`src/rtl/dsp_core_regs.vh`:
```
/*
  Constants for the fixed-point signal processor execution datapath:
  instruction field positions, function codes, status bit positions,
  reset values and timing. Assumes inclusion by dsp_op_datapath.v only.
*/
`ifndef DSP_CORE_REGS_VH
`define DSP_CORE_REGS_VH

`define INSN_W 23
`define OPC_HI 22
`define OPC_LO 21
`define PSEL_HI 20
`define PSEL_LO 19
`define FN_HI 18
`define FN_LO 15
`define ASL_BIT 14
`define DPL_HI 13
`define DPL_LO 12
`define DPH_HI 11
`define DPH_LO 9
`define RPDEC_BIT 8
`define SRC_HI 7
`define SRC_LO 4
`define DST_HI 3
`define DST_LO 0
`define ID_HI 21
`define ID_LO 6
`define NA_HI 12
`define NA_LO 4

`define OPC_OP 2'h0
`define OPC_RT 2'h1
`define OPC_LD 2'h3

`define PSEL_RAM 2'h0
`define PSEL_IDB 2'h1
`define PSEL_MH 2'h2
`define PSEL_ML 2'h3

`define FN_NOP 4'h0
`define FN_OR 4'h1
`define FN_AND 4'h2
`define FN_XOR 4'h3
`define FN_SUB 4'h4
`define FN_ADD 4'h5
`define FN_SBB 4'h6
`define FN_ADC 4'h7
`define FN_DEC 4'h8
`define FN_INC 4'h9
`define FN_CMP 4'ha
`define FN_SHR1 4'hb
`define FN_SHL1 4'hc
`define FN_SHL2 4'hd
`define FN_SHL4 4'he
`define FN_SWAP 4'hf

`define SRC_NONE 4'h0
`define SRC_ACC1 4'h1
`define SRC_ACC2 4'h2
`define SRC_TR 4'h3
`define SRC_DP 4'h4
`define SRC_RP 4'h5
`define SRC_SGN 4'h7
`define SRC_STAT 4'ha
`define SRC_K 4'hd
`define SRC_L 4'he
`define SRC_MEM 4'hf

`define DST_ACC1 4'h1
`define DST_ACC2 4'h2
`define DST_TR 4'h3
`define DST_DP 4'h4
`define DST_RP 4'h5
`define DST_STAT 4'h7
`define DST_K 4'ha
`define DST_L 4'hd
`define DST_MEM 4'hf

`define ST_HOSTREQ 15
`define ST_BYTEPH 10
`define ST_IE 7
`define ST_PROG_MASK 16'h7bff
`define ST_RESET 16'h0000

`define INT_VECTOR 9'h100
`define PHASES 2'h3
`define CYCLE_NS 240
`define CLK_NS 10
`define CYCLE_CLKS (`CYCLE_NS / `CLK_NS)
`define SAT_POS 16'h7fff
`define SAT_NEG 16'h8000

`endif

```
`src/rtl/dsp_op_datapath.v`:
```
/*
  Execution datapath of a 16-bit fixed-point signal processor: ALU, two
  accumulators with flags, saturation sign, multiplier, return stack,
  interrupt entry and multifunction/immediate/branch execution.
  Assumes a 23-bit instruction and RAM/ROM read data arrive combinationally
  from outside for the current address.
*/
// Overview of operation
// - Sixteen-operation 16-bit two's complement ALU
// - Per-accumulator flags refresh unless function is no-op or accumulator is transfer destination
// - Six flags; auxiliary pair tracks triple-add overflow
// - Sign register gives 8000 or 7fff saturation
// - Second accumulator never changes the sign register
// - Signed 16x16 product latched every cycle
// - Upper keeps sign plus 15; lower left-justified
// - Four-entry return address stack
// - Interrupt calls 100h and clears enable bit
// - Every 23-bit instruction completes in one cycle
// - Four internal phases per instruction cycle
// - Multiply first, transfer before ALU, bus operand
// - ALU suppressed when accumulator is transfer destination
// - Pointers update at cycle end; product next cycle
// - Opcode 00 plain, 01 returns at cycle end
// - Multifunction fields decoded at documented bit positions
// - Operand select: RAM, bus, upper, lower product
// - Function codes ordered no-op through byte swap
// - Logic ops clear overflows; 1-bit shifts set carry
// - Program-owned status bits loadable; host bits excluded
`include "dsp_core_regs.vh"
`timescale 1ns/1ps
`default_nettype none

module dsp_op_datapath #(
  parameter PC_W = 9,
  parameter DP_W = 7,
  parameter RP_W = 9
) (
  input wire clk,
  input wire resetn,
  input wire int_req,
  input wire [`INSN_W-1:0] insn,
  input wire [15:0] ram_rdata,
  input wire [15:0] rom_rdata,
  input wire host_request_set,
  input wire host_request_clr,
  input wire byte_phase_in,
  output reg [PC_W-1:0] pc_ff,
  output reg [DP_W-1:0] ram_pointer_ff,
  output reg [RP_W-1:0] rom_pointer_ff,
  output reg ram_we_ff,
  output reg [15:0] ram_wdata_ff,
  output reg [DP_W-1:0] ram_waddr_ff,
  output reg [15:0] accumulator_first_ff,
  output reg [15:0] accumulator_second_ff,
  output reg [5:0] first_flags_ff,
  output reg [5:0] second_flags_ff,
  output reg [15:0] saturation_sign_register_ff,
  output reg [15:0] processor_status_control_ff,
  output reg [15:0] prod_hi_ff,
  output reg [15:0] prod_lo_ff,
  output reg cycle_end_ff
);
  // Flag vector order: {aux sign, sign, carry, zero, aux ovf, ovf}
  localparam F_S1 = 5;
  localparam F_S0 = 4;
  localparam F_C = 3;
  localparam F_Z = 2;
  localparam F_OV1 = 1;
  localparam F_OV0 = 0;

  reg [1:0] phase_ff;
  reg [1:0] int_sync_ff;
  reg int_meta_ff;
  reg [PC_W-1:0] stack_ff [0:3];
  reg [1:0] sp_ff;
  reg [15:0] tr_ff;
  reg [15:0] k_ff;
  reg [15:0] l_ff;

  // Four phases of the 8 MHz-style cycle; state commits on the last one
  wire cycle_end = (phase_ff == `PHASES);
  wire [1:0] opc = insn[`OPC_HI:`OPC_LO];
  wire is_op = (opc == `OPC_OP) || (opc == `OPC_RT);
  wire is_ld = (opc == `OPC_LD);
  wire is_br = (opc == 2'h2);
  wire [1:0] psel = insn[`PSEL_HI:`PSEL_LO];
  wire [3:0] fn = insn[`FN_HI:`FN_LO];
  wire asel = insn[`ASL_BIT];
  wire [1:0] dpl_mod = insn[`DPL_HI:`DPL_LO];
  wire [2:0] dph_mod = insn[`DPH_HI:`DPH_LO];
  wire rp_dec = insn[`RPDEC_BIT];
  wire [3:0] src = insn[`SRC_HI:`SRC_LO];
  wire [3:0] dst = is_op ? insn[`DST_HI:`DST_LO] : insn[`DST_HI:`DST_LO];
  wire [2:0] brch = insn[20:18];
  wire [PC_W-1:0] br_target = insn[`NA_HI:`NA_LO];

  reg [15:0] internal_data_bus;
  always @* begin
    if (is_ld) begin
      internal_data_bus = insn[`ID_HI:`ID_LO];
    end else begin
      case (src)
        `SRC_ACC1: internal_data_bus = accumulator_first_ff;
        `SRC_ACC2: internal_data_bus = accumulator_second_ff;
        `SRC_TR: internal_data_bus = tr_ff;
        `SRC_DP: internal_data_bus = {{(16-DP_W){1'b0}}, ram_pointer_ff};
        `SRC_RP: internal_data_bus = {{(16-RP_W){1'b0}}, rom_pointer_ff};
        `SRC_SGN: internal_data_bus = saturation_sign_register_ff;
        `SRC_STAT: internal_data_bus = processor_status_control_ff;
        `SRC_K: internal_data_bus = k_ff;
        `SRC_L: internal_data_bus = l_ff;
        `SRC_MEM: internal_data_bus = ram_rdata;
        4'h6: internal_data_bus = rom_rdata;
        default: internal_data_bus = 16'h0000;
      endcase
    end
  end

  // Operand select, bus value already settled by the transfer
  reg [15:0] operand;
  always @* begin
    case (psel)
      `PSEL_RAM: operand = ram_rdata;
      `PSEL_IDB: operand = internal_data_bus;
      `PSEL_MH: operand = prod_hi_ff;
      default: operand = prod_lo_ff;
    endcase
  end

  wire [15:0] acc_sel = asel ? accumulator_second_ff
                             : accumulator_first_ff;
  wire [5:0] flags_sel = asel ? second_flags_ff : first_flags_ff;
  wire cin = flags_sel[F_C];

  reg [16:0] sum;
  reg [15:0] res;
  reg arith;
  reg sub_op;
  reg logic_c;
  reg [15:0] opb;
  reg cbit;
  always @* begin
    sum = 17'h00000;
    res = 16'h0000;
    arith = 1'b0;
    sub_op = 1'b0;
    logic_c = 1'b0;
    opb = 16'h0000;
    cbit = 1'b0;
    case (fn)
      `FN_OR: res = acc_sel | operand;
      `FN_AND: res = acc_sel & operand;
      `FN_XOR: res = acc_sel ^ operand;
      `FN_SUB, `FN_SBB, `FN_DEC: begin
        arith = 1'b1;
        sub_op = 1'b1;
        opb = (fn == `FN_DEC) ? 16'h0001 : operand;
        cbit = (fn == `FN_SBB) ? cin : 1'b0;
        sum = {1'b0, acc_sel} - {1'b0, opb} - {16'h0000, cbit};
        res = sum[15:0];
      end
      `FN_ADD, `FN_ADC, `FN_INC: begin
        arith = 1'b1;
        opb = (fn == `FN_INC) ? 16'h0001 : operand;
        cbit = (fn == `FN_ADC) ? cin : 1'b0;
        sum = {1'b0, acc_sel} + {1'b0, opb} + {16'h0000, cbit};
        res = sum[15:0];
      end
      `FN_CMP: res = ~acc_sel;
      `FN_SHR1: begin
        res = {acc_sel[15], acc_sel[15:1]};
        logic_c = acc_sel[0];
      end
      `FN_SHL1: begin
        res = {acc_sel[14:0], 1'b0};
        logic_c = acc_sel[15];
      end
      `FN_SHL2: res = {acc_sel[13:0], 2'h0};
      `FN_SHL4: res = {acc_sel[11:0], 4'h0};
      `FN_SWAP: res = {acc_sel[7:0], acc_sel[15:8]};
      default: res = acc_sel;
    endcase
  end

  // Two's complement overflow of this step
  wire ovf_now = sub_op
    ? (acc_sel[15] != opb[15]) && (res[15] != acc_sel[15])
    : (acc_sel[15] == opb[15]) && (res[15] != acc_sel[15]);

  // Auxiliary pair: overflow count nets out over up to three steps, aux
  // overflow stays set while the running sum is out of range and aux
  // sign holds the true sign of the out-of-range value.
  reg [5:0] nxt_flags;
  always @* begin
    nxt_flags = flags_sel;
    nxt_flags[F_S0] = res[15];
    nxt_flags[F_Z] = (res == 16'h0000);
    if (arith) begin
      nxt_flags[F_C] = sum[16];
      nxt_flags[F_OV0] = ovf_now;
      if (ovf_now) begin
        // True sign of an overflowed add or subtract is the old acc sign
        if (flags_sel[F_OV1] && (flags_sel[F_S1] != acc_sel[15])) begin
          nxt_flags[F_OV1] = 1'b0;
          nxt_flags[F_S1] = res[15];
        end else begin
          nxt_flags[F_OV1] = 1'b1;
          nxt_flags[F_S1] = acc_sel[15];
        end
      end else if (!flags_sel[F_OV1]) begin
        nxt_flags[F_S1] = res[15];
      end
    end else begin
      // Aux sign left as the result sign where it is indefinite
      nxt_flags[F_C] = logic_c;
      nxt_flags[F_OV0] = 1'b0;
      nxt_flags[F_OV1] = 1'b0;
      nxt_flags[F_S1] = res[15];
    end
  end

  wire acc_is_dst = is_op && (dst == (asel ? `DST_ACC2 : `DST_ACC1));
  wire alu_go = is_op && (fn != `FN_NOP) && !acc_is_dst;

  wire signed [31:0] product = $signed(k_ff) * $signed(l_ff);

  wire int_take = int_sync_ff[1] && processor_status_control_ff[`ST_IE];
  wire do_call = is_br && (brch == 3'h5);
  wire do_ret = (opc == `OPC_RT);

  reg [DP_W-1:0] nxt_dp;
  always @* begin
    nxt_dp = ram_pointer_ff;
    case (dpl_mod)
      2'h1: nxt_dp[3:0] = ram_pointer_ff[3:0] + 4'h1;
      2'h2: nxt_dp[3:0] = ram_pointer_ff[3:0] - 4'h1;
      2'h3: nxt_dp[3:0] = 4'h0;
      default: nxt_dp[3:0] = ram_pointer_ff[3:0];
    endcase
    nxt_dp[6:4] = ram_pointer_ff[6:4] ^ dph_mod;
  end

  always @(posedge clk) begin
    if (!resetn) begin
      phase_ff <= 2'h0;
      cycle_end_ff <= 1'b0;
      int_meta_ff <= 1'b0;
      int_sync_ff <= 2'h0;
    end else begin
      phase_ff <= phase_ff + 2'h1;
      cycle_end_ff <= cycle_end;
      int_meta_ff <= int_req;
      int_sync_ff <= {int_sync_ff[0], int_meta_ff};
    end
  end

  always @(posedge clk) begin
    if (!resetn) begin
      pc_ff <= {PC_W{1'b0}};
      sp_ff <= 2'h0;
      ram_pointer_ff <= {DP_W{1'b0}};
      rom_pointer_ff <= {RP_W{1'b0}};
      ram_we_ff <= 1'b0;
      ram_wdata_ff <= 16'h0000;
      ram_waddr_ff <= {DP_W{1'b0}};
      accumulator_first_ff <= 16'h0000;
      accumulator_second_ff <= 16'h0000;
      first_flags_ff <= 6'h00;
      second_flags_ff <= 6'h00;
      saturation_sign_register_ff <= `SAT_POS;
      processor_status_control_ff <= `ST_RESET;
      prod_hi_ff <= 16'h0000;
      prod_lo_ff <= 16'h0000;
      tr_ff <= 16'h0000;
      k_ff <= 16'h0000;
      l_ff <= 16'h0000;
    end else begin
      ram_we_ff <= 1'b0;
      if (cycle_end) begin
        // Product of the operands held this cycle, usable next
        prod_hi_ff <= product[30:15];
        prod_lo_ff <= {product[14:0], 1'b0};
        if (is_op || is_ld) begin
          case (dst)
            `DST_ACC1: accumulator_first_ff <= internal_data_bus;
            `DST_ACC2: accumulator_second_ff <= internal_data_bus;
            `DST_TR: tr_ff <= internal_data_bus;
            `DST_K: k_ff <= internal_data_bus;
            `DST_L: l_ff <= internal_data_bus;
            4'hb: begin
              k_ff <= internal_data_bus;
              l_ff <= rom_rdata;
            end
            `DST_MEM: begin
              ram_we_ff <= 1'b1;
              ram_wdata_ff <= internal_data_bus;
              ram_waddr_ff <= ram_pointer_ff;
            end
            `DST_STAT: begin
              processor_status_control_ff <=
                (internal_data_bus & `ST_PROG_MASK) |
                (processor_status_control_ff & ~`ST_PROG_MASK);
            end
            default: ;
          endcase
        end
        if (alu_go) begin
          if (asel) begin
            accumulator_second_ff <= res;
            second_flags_ff <= nxt_flags;
          end else begin
            accumulator_first_ff <= res;
            first_flags_ff <= nxt_flags;
            saturation_sign_register_ff <= nxt_flags[F_S1]
              ? `SAT_NEG : `SAT_POS;
          end
        end
        // Pointer moves after their old values fed this cycle's transfer
        if (is_op) begin
          ram_pointer_ff <= (dst == `DST_DP) ? internal_data_bus[DP_W-1:0]
                                             : nxt_dp;
          rom_pointer_ff <= (dst == `DST_RP) ? internal_data_bus[RP_W-1:0]
                          : rom_pointer_ff - {{(RP_W-1){1'b0}}, rp_dec};
        end else if (is_ld && dst == `DST_DP) begin
          ram_pointer_ff <= internal_data_bus[DP_W-1:0];
        end else if (is_ld && dst == `DST_RP) begin
          rom_pointer_ff <= internal_data_bus[RP_W-1:0];
        end
        // Program flow; the return is the last act of the cycle
        if (int_take) begin
          stack_ff[sp_ff] <= pc_ff;
          sp_ff <= sp_ff + 2'h1;
          pc_ff <= `INT_VECTOR;
          processor_status_control_ff[`ST_IE] <= 1'b0;
        end else if (do_ret) begin
          sp_ff <= sp_ff - 2'h1;
          pc_ff <= stack_ff[sp_ff - 2'h1];
        end else if (do_call) begin
          stack_ff[sp_ff] <= pc_ff + {{(PC_W-1){1'b0}}, 1'b1};
          sp_ff <= sp_ff + 2'h1;
          pc_ff <= br_target;
        end else if (is_br && brch == 3'h4) begin
          pc_ff <= br_target;
        end else begin
          pc_ff <= pc_ff + {{(PC_W-1){1'b0}}, 1'b1};
        end
      end
      // Host bits come last, so a status move never overwrites them
      if (host_request_set) begin
        processor_status_control_ff[`ST_HOSTREQ] <= 1'b1;
      end else if (host_request_clr) begin
        processor_status_control_ff[`ST_HOSTREQ] <= 1'b0;
      end
      processor_status_control_ff[`ST_BYTEPH] <= byte_phase_in;
    end
  end
endmodule // dsp_op_datapath

`default_nettype wire

```
`config.mk`:
```
export PLATFORM = sky130hd
export DESIGN_NAME = dsp_op_datapath
export DESIGN_NICKNAME = d
export VERILOG_FILES = /design/src/rtl/dsp_op_datapath.v
export VERILOG_INCLUDE_DIRS = /design/src /design/src/rtl
export SDC_FILE = /design/constraint.sdc
export NUM_CORES = 2
export LEC_CHECK = 0
export BUFFER_PORTS_ARGS = -buffer_cell sky130_fd_sc_hd__buf_4
export CORE_ASPECT_RATIO = 0.75
export CORE_UTILIZATION = 49
export DETAILED_ROUTE_END_ITERATION = 6
export PLACE_DENSITY = 0.69
export SYNTH_ARGS = -nofsm -noshare
export SYNTH_HDL_FRONTEND = slang
export SYNTH_SLANG_ARGS = --single-unit
export TNS_END_PERCENT = 5
```
`constraint.sdc`:
```
create_clock -name clk -period 9.2 [get_ports clk]
set_clock_uncertainty 0.05 [all_clocks]
set_input_delay 1.84 -clock clk [delete_from_list [all_inputs] [get_ports clk]]
set_output_delay 1.84 -clock clk [all_outputs]
set_load 0.01 [all_outputs]
```
# --- Word-level counts from Yosys, hierarchy flattened ---
# Memories as Yosys holds them, arrays and structs flattened.
# Cells that the tools add are included.
totals:
  reg_bits: 212
  ram_bits: 36
  n_memories: 1
  output_inout_bits: 158
memory_table:
  columns: ["memory", "depth", "word_bits", "read_ports", "rd_clocked_by_memory_dff", "wr", "line", "source"]
  rows:
  - ["stack_ff", 4, 9, 1, 0, 1, "dsp_op_datapath.v:74", "reg [PC_W-1:0] stack_ff [0:3];"]
classes:
  n_addsub: 11
  n_eq_ne: 54
  bitwise: 8
  muxes: 68
  multipliers: 1
  n_reduce_logical: 45
op_table:
  columns: ["operator", "count"]
  rows:
  - ["one-hot mux 16 bit (11 select lines)", 2]
  - ["2-to-1 mux 16 bit", 16]
  - ["2-to-1 mux 9 bit", 9]
  - ["== test 4 bit (second input constant)", 16]
  - ["one-hot mux 16 bit (2 select lines)", 2]
  - ["one-hot mux 16 bit (3 select lines)", 1]
  - ["== test 4 x 3 -> 1 bit (second input constant)", 11]
  - ["AND reduction 3 bit", 12]
  - ["one-hot mux 17 bit (2 select lines)", 1]
  - ["multiplier 16 x 16 -> 31 bit", 1]
  - ["2-to-1 mux 1 bit", 26]
  - ["== test 4 x 2 -> 1 bit (second input constant)", 6]
  - ["2-to-1 mux 7 bit", 3]
  - ["adder 16 x 16 -> 17 bit", 1]
  - ["adder 17 x 1 -> 17 bit", 1]
  - ["subtractor 16 x 16 -> 17 bit", 1]
  - ["subtractor 17 x 1 -> 17 bit", 1]
  - ["bitwise AND 16 bit", 1]
  - ["logical NOT 16 bit", 1]
  - ["NOT 16 bit", 1]
  - ["bitwise OR 15 x 16 -> 16 bit", 1]
  - ["bitwise OR 16 bit", 1]
  - ["bitwise XOR 16 bit", 1]
  - ["== test 2 bit (second input constant)", 6]
  - ["other kinds (32)", 65]

# --- Logic depth before layout (Yosys ltp) ---
logic_depth:
  ltp_word: 14
  depth_mapped: 26
  ltp_nobuf: 24

# --- Worst setup path after synthesis ---
# No wires, ideal clock.
synth_path:
  kind: "input to register"
  from: "input port insn[4]"
  to: "register first_flags_ff[2]"
  required_time_ps: 9081
  path_slack_ps: 2166
  t_arrival_ps: 6915
  setup_ps: 69
  cell_stages: 24
  n_path_buf: 2
  cell_sequence: "clkbuf_1 > nand2b_1 > nor3b_1 > clkbuf_1 > a22o_1 > a211oi_1 > a31oi_1 > a21oi_1 > a211oi_1 > a21oi_1 > nor2_1 > ha_1 > inv_1 > ha_1 > nand2_1 > o21ai_0 > o31ai_4 > o31ai_2 > a311o_1 > xor2_1 > a221oi_4 > o221ai_1 > or4_4 > o21ai_2"
synth_between:
  elab_chain_len: 9
  elab_cells_between_ends: 25
  classes_between: "4 x add/sub; 11 x eq/ne; 6 x mux; 3 x bitwise; 1 x reduce/logical"
synth_rtl:
  columns: ["item", "line", "source"]
  rows:
  - ["start, declared", "dsp_op_datapath.v:41", "input wire [`INSN_W-1:0] insn,"]
  - ["== test 4 x 3 -> 1 bit, or another cell as far along", "dsp_op_datapath.v:102", "case (src)"]
  - ["one-hot mux 16 bit (11 select lines) *", "dsp_op_datapath.v:102", null]
  - ["2-to-1 mux 16 bit *", "dsp_op_datapath.v:99", "if (is_ld) begin"]
  - ["one-hot mux 16 bit (3 select lines) *", "dsp_op_datapath.v:122", "case (psel)"]
  - ["2-to-1 mux 16 bit (on tied branches)", "dsp_op_datapath.v:164, dsp_op_datapath.v:157", null]
  - ["adder 16 x 16 -> 17 bit / subtractor 16 x 16 -> 17 bit (equally long branches)", "dsp_op_datapath.v:166, dsp_op_datapath.v:159", null]
  - ["adder 17 x 1 -> 17 bit / subtractor 17 x 1 -> 17 bit (equally long branches)", "dsp_op_datapath.v:166, dsp_op_datapath.v:159", null]
  - ["one-hot mux 16 bit (11 select lines) *", "dsp_op_datapath.v:150", "case (fn)"]
  - ["logical NOT 16 bit *", "dsp_op_datapath.v:197", "nxt_flags[F_Z] = (res == 16'h0000);"]
  - ["end signal, assigned", "dsp_op_datapath.v:313", "first_flags_ff <= nxt_flags;"]
  - ["end, declared", "dsp_op_datapath.v:55", "output reg [5:0] first_flags_ff,"]
# Every way passes the cells marked *; elsewhere a longest branch is shown, timed or not.
# A chain may end at the register's enable or synchronous reset.

# --- Final worst setup path ---
layout_path:
  from: "input port insn[5]"
  to: "register saturation_sign_register_ff[14]"
layout_between:
  elab_chain_len: 14
  elab_cells_between_ends: 36
  classes_between: "4 x add/sub; 14 x eq/ne; 13 x mux; 3 x bitwise; 2 x reduce/logical"
layout_rtl:
  columns: ["item", "line", "source"]
  rows:
  - ["== test 4 x 3 -> 1 bit, or another cell as far along", "dsp_op_datapath.v:102", null]
  - ["one-hot mux 16 bit (11 select lines) *", "dsp_op_datapath.v:102", null]
  - ["2-to-1 mux 16 bit *", "dsp_op_datapath.v:99", null]
  - ["one-hot mux 16 bit (3 select lines) *", "dsp_op_datapath.v:122", null]
  - ["2-to-1 mux 16 bit (on tied branches)", "dsp_op_datapath.v:164, dsp_op_datapath.v:157", null]
  - ["adder 16 x 16 -> 17 bit / subtractor 16 x 16 -> 17 bit (equally long branches)", "dsp_op_datapath.v:166, dsp_op_datapath.v:159", null]
  - ["adder 17 x 1 -> 17 bit / subtractor 17 x 1 -> 17 bit (equally long branches)", "dsp_op_datapath.v:166, dsp_op_datapath.v:159", null]
  - ["one-hot mux 16 bit (11 select lines)", "dsp_op_datapath.v:150", null]
  - ["inequality test 1 bit", "dsp_op_datapath.v:187, dsp_op_datapath.v:188", null]
  - ["logical AND 1 bit (on tied branches)", "dsp_op_datapath.v:188, dsp_op_datapath.v:187", null]
  - ["2-to-1 mux 1 bit", "dsp_op_datapath.v:187", "? (acc_sel[15] != opb[15]) && (res[15] != acc_sel[15])"]
  - ["2-to-1 mux 1 bit", "dsp_op_datapath.v:201", "if (ovf_now) begin"]
  - ["2-to-1 mux 1 bit *", "dsp_op_datapath.v:198", "if (arith) begin"]
  - ["2-to-1 mux 16 bit (no source line) *", null, null]
  - ["end signal, assigned", "dsp_op_datapath.v:270", "saturation_sign_register_ff <= `SAT_POS;"]
  - ["end signal, assigned", "dsp_op_datapath.v:314", "saturation_sign_register_ff <= nxt_flags[F_S1]"]
  - ["end, declared", "dsp_op_datapath.v:57", "output reg [15:0] saturation_sign_register_ff,"]
# Marks and branches as above.

==> out/qor.yml <==
outcome: "completed"
yosysUniqueCellTypes: 91
synth_flop_cell: "dfxtp_1"
slowest_stage: "o21a_1"
yosysWarnings: 0
avgViaCountPerCell: 6.25
grt_pass1_wl_microns: 145000
first_iter_violations: 2605
path_cells: "buf_4, nand2b_1, nor2_1, buf_4, a22oi_1, nand3_1, a2111oi_0, o21a_1, a211oi_1, a21oi_1, nor2_1, ha_1, inv_1, ha_1, a21oi_1, nor2_1, a211oi_1, o31ai_2, a311o_1, xor2_1, a221oi_4, a21oi_1, a311oi_1, nand3b_1"
synth_top_family_by_area: "adder cells"
slew_viol_final: 0
end_kind: "flop"
cts_tree: "done"
synthXorXnorAreaFrac_pct: 2.82
gr-total-overflow: 0
yosys.area_share.adder_pct: 29.1
initial_utilization_pct: 49.9
htree_num_levels: 1
grt_max_degree: 109
dieArea_sq_mm: 0.0522
ys_ff_latch: 233
arrival_ns: 8.31
finalWirelength_microns: 96000
hold_ws_ns: 0.391
pre_cts_ws_ns: 0.998
worst-endpoint-required_ns: 9.66
power_mw: 2.74
std_cell_rows: 71
final-setup-viol-count: 0
ctsHoldBuffers: 0
io_pins: 219
max_freq_ghz: 0.127
area_delta_synth_final_pct: 12.0
min_period_over_period_pct: 85.4
clock_path_buffers: 3
grt_usage_pct: 37.0
worstSkewPairLatency_ns: 0.57
synth_area_leader_cell: "fa_1"
startpoint_type: "primary input"
ant_nets: 0
place_congestion: 1.01
drc: 0
leakage_nw: 12.7
synthArstFlopShare_pct: 0
synth-simple-area-share_pct: 15.9
drive_gt1_share_pct: 12.7
path_class: "in2reg"
regArea_sq_mm: 0.00502
yosysMostFrequentCell: "inv_1"
setup_tns_ns: 0
hold_violations: 0
fill_cells: 4612
port_buffers: 217
nets: 3503
setup_slack_ns: 1.35
max_stage_delay_ns: 0.61
core-area_sq_mm: 0.0504
synth_enable_flop_cells: 36
synth_top_area_share_pct: 20.8
cts_made_buffers: 27
antenna_found_initial: 3
max_cap_viol_count: 0
grt_pass1_vias: 22600
cts.sinks: 233
synth_nets: 3402
irDropWorstVdd_v: 0.000125
relSlewSlack_pct: 12.9
die_x_microns: 264
tightest_slew_ns: 1.31
cts_resized: 0
die_y_microns: 198
grt_setup_unrepaired: "no"
clockRootBuffer: "clkbuf_16"
multi_input_area_sq_mm: 0.0180
power.density_mw_per_mm2: 97.3
hold_class: "reg2reg"
synth-compound-area-share_pct: 19.0
placed_cell_area_sq_mm: 0.0272
dr.pass1.iters: 6
avgSynthCellArea_sq_um: 8.63
synthCells: 2913
worstPathMaxFanout: 12
vias: 23100
synthTopCellsByCount: "inv_1, nand2_1, fa_1"
design_area_sq_mm: 0.0282
ys_top_cells_by_area: "fa_1, dfxtp_1, ha_1"
wire_per_inst_microns: 26.0
clkTransAtPathRegs_ns: 0.06
hpwl_microns: 74700
yosysSeqAreaShare_pct: 20.0
synth.area.mux_share_pct: 4.41
cts_setup_buffers: 0
min_period_ns: 7.85
synth_area_sq_mm: 0.0251
-- final timing paths --
kind	startpoint	to	slack (ns)	cells past startpoint
max	insn[5]	saturation_sign_register_ff[14]	1.35	24
min	int_meta_ff	int_sync_ff[0]	0.39	1
max reg2reg	k_ff[10]	prod_hi_ff[15]	1.52	23
min reg2reg	int_meta_ff	int_sync_ff[0]	0.39	1
-- cells in the final DEF, fill, tap and decap left out, drive strengths merged, types with 63 or more instances in the layout --
master and n:
and2 122, dfxtp 197, inv 365, o22ai 63, nor2b 69, a21oi 166
nor2 159, o211a 67, buf 271, ha 167, o21ai 125, fa 261
nand2 302
-- logic make-up after synthesis --
kind of cell | count (synthesis)
multiplexers | 90
buffers and inverters | 562
other | 1
AND/OR/NAND/NOR | 819
AO/OA/AOI/OAI | 699
flip-flops | 233
XOR/XNOR | 81
adder cells (fa/ha/maj) | 428
-- per-stage QoR --
step           cells  util [%]
6_report        3693      55.9
5_1_grt         3690      55.9
4_1_cts         3690      55.9
3_5_place_dp    3642      54.1
3_3_place_gp    3642      54.1
2_1_floorplan   2913         -
-- state kept, by name, summed over array words and instances (netlist names) --
register and count:
accumulator_second_ff 16, ram_we_ff 1, stack_ff 36, int_meta_ff 1, saturation_sign_register_ff 1, phase_ff 2
accumulator_first_ff 16, tr_ff 16, prod_lo_ff 15, pc_ff 9, cycle_end_ff 1, sp_ff 2
k_ff 16, processor_status_control_ff 16, rom_pointer_ff 9, ram_pointer_ff 7, first_flags_ff 6, l_ff 16
prod_hi_ff 16, ram_waddr_ff 7, ram_wdata_ff 16, int_sync_ff 2, second_flags_ff 6
-- worst max-delay path, delay by kind of cell --
kind            cells  cell delay, ns
buf+inv             3            0.45
xor+xnor            1            0.17
simple gates        6            0.84
fa+ha+maj           2            0.64
compound gates     12            4.37
-- power breakdown --
part	leakage (nW)	switching [mW]	internal [mW]	total (mW)
combinational	10.4	0.343	0.182	0.526
sequential	1.92	0.0241	1.04	1.07
clock	0.452	0.476	0.672	1.15
-- final cells by class --
type	instances	area share, %
inverter	363	4.86
clock buffer	33	2.55
antenna	3	0.0267
clock inverter	15	0.738
sequential	233	17.8
multi-input combinational	2118	63.8
timing repair buffer	271	7.24
tap	657	2.92
-- layer usage --
metal / part of all wire (%) / wire (microns) / track usage, % / vias up
met1: 44 / 42200 / 53.5 / 11500
met4: 3.5 / 3400 / 12.7 / 0
met5: 0 / 0 / 0 / -
met2: 42 / 40100 / 54.1 / 1312
li1: - / - / - / 10100
met3: 11 / 10300 / 8.22 / 187
Power figures use the tool's default switching activity.
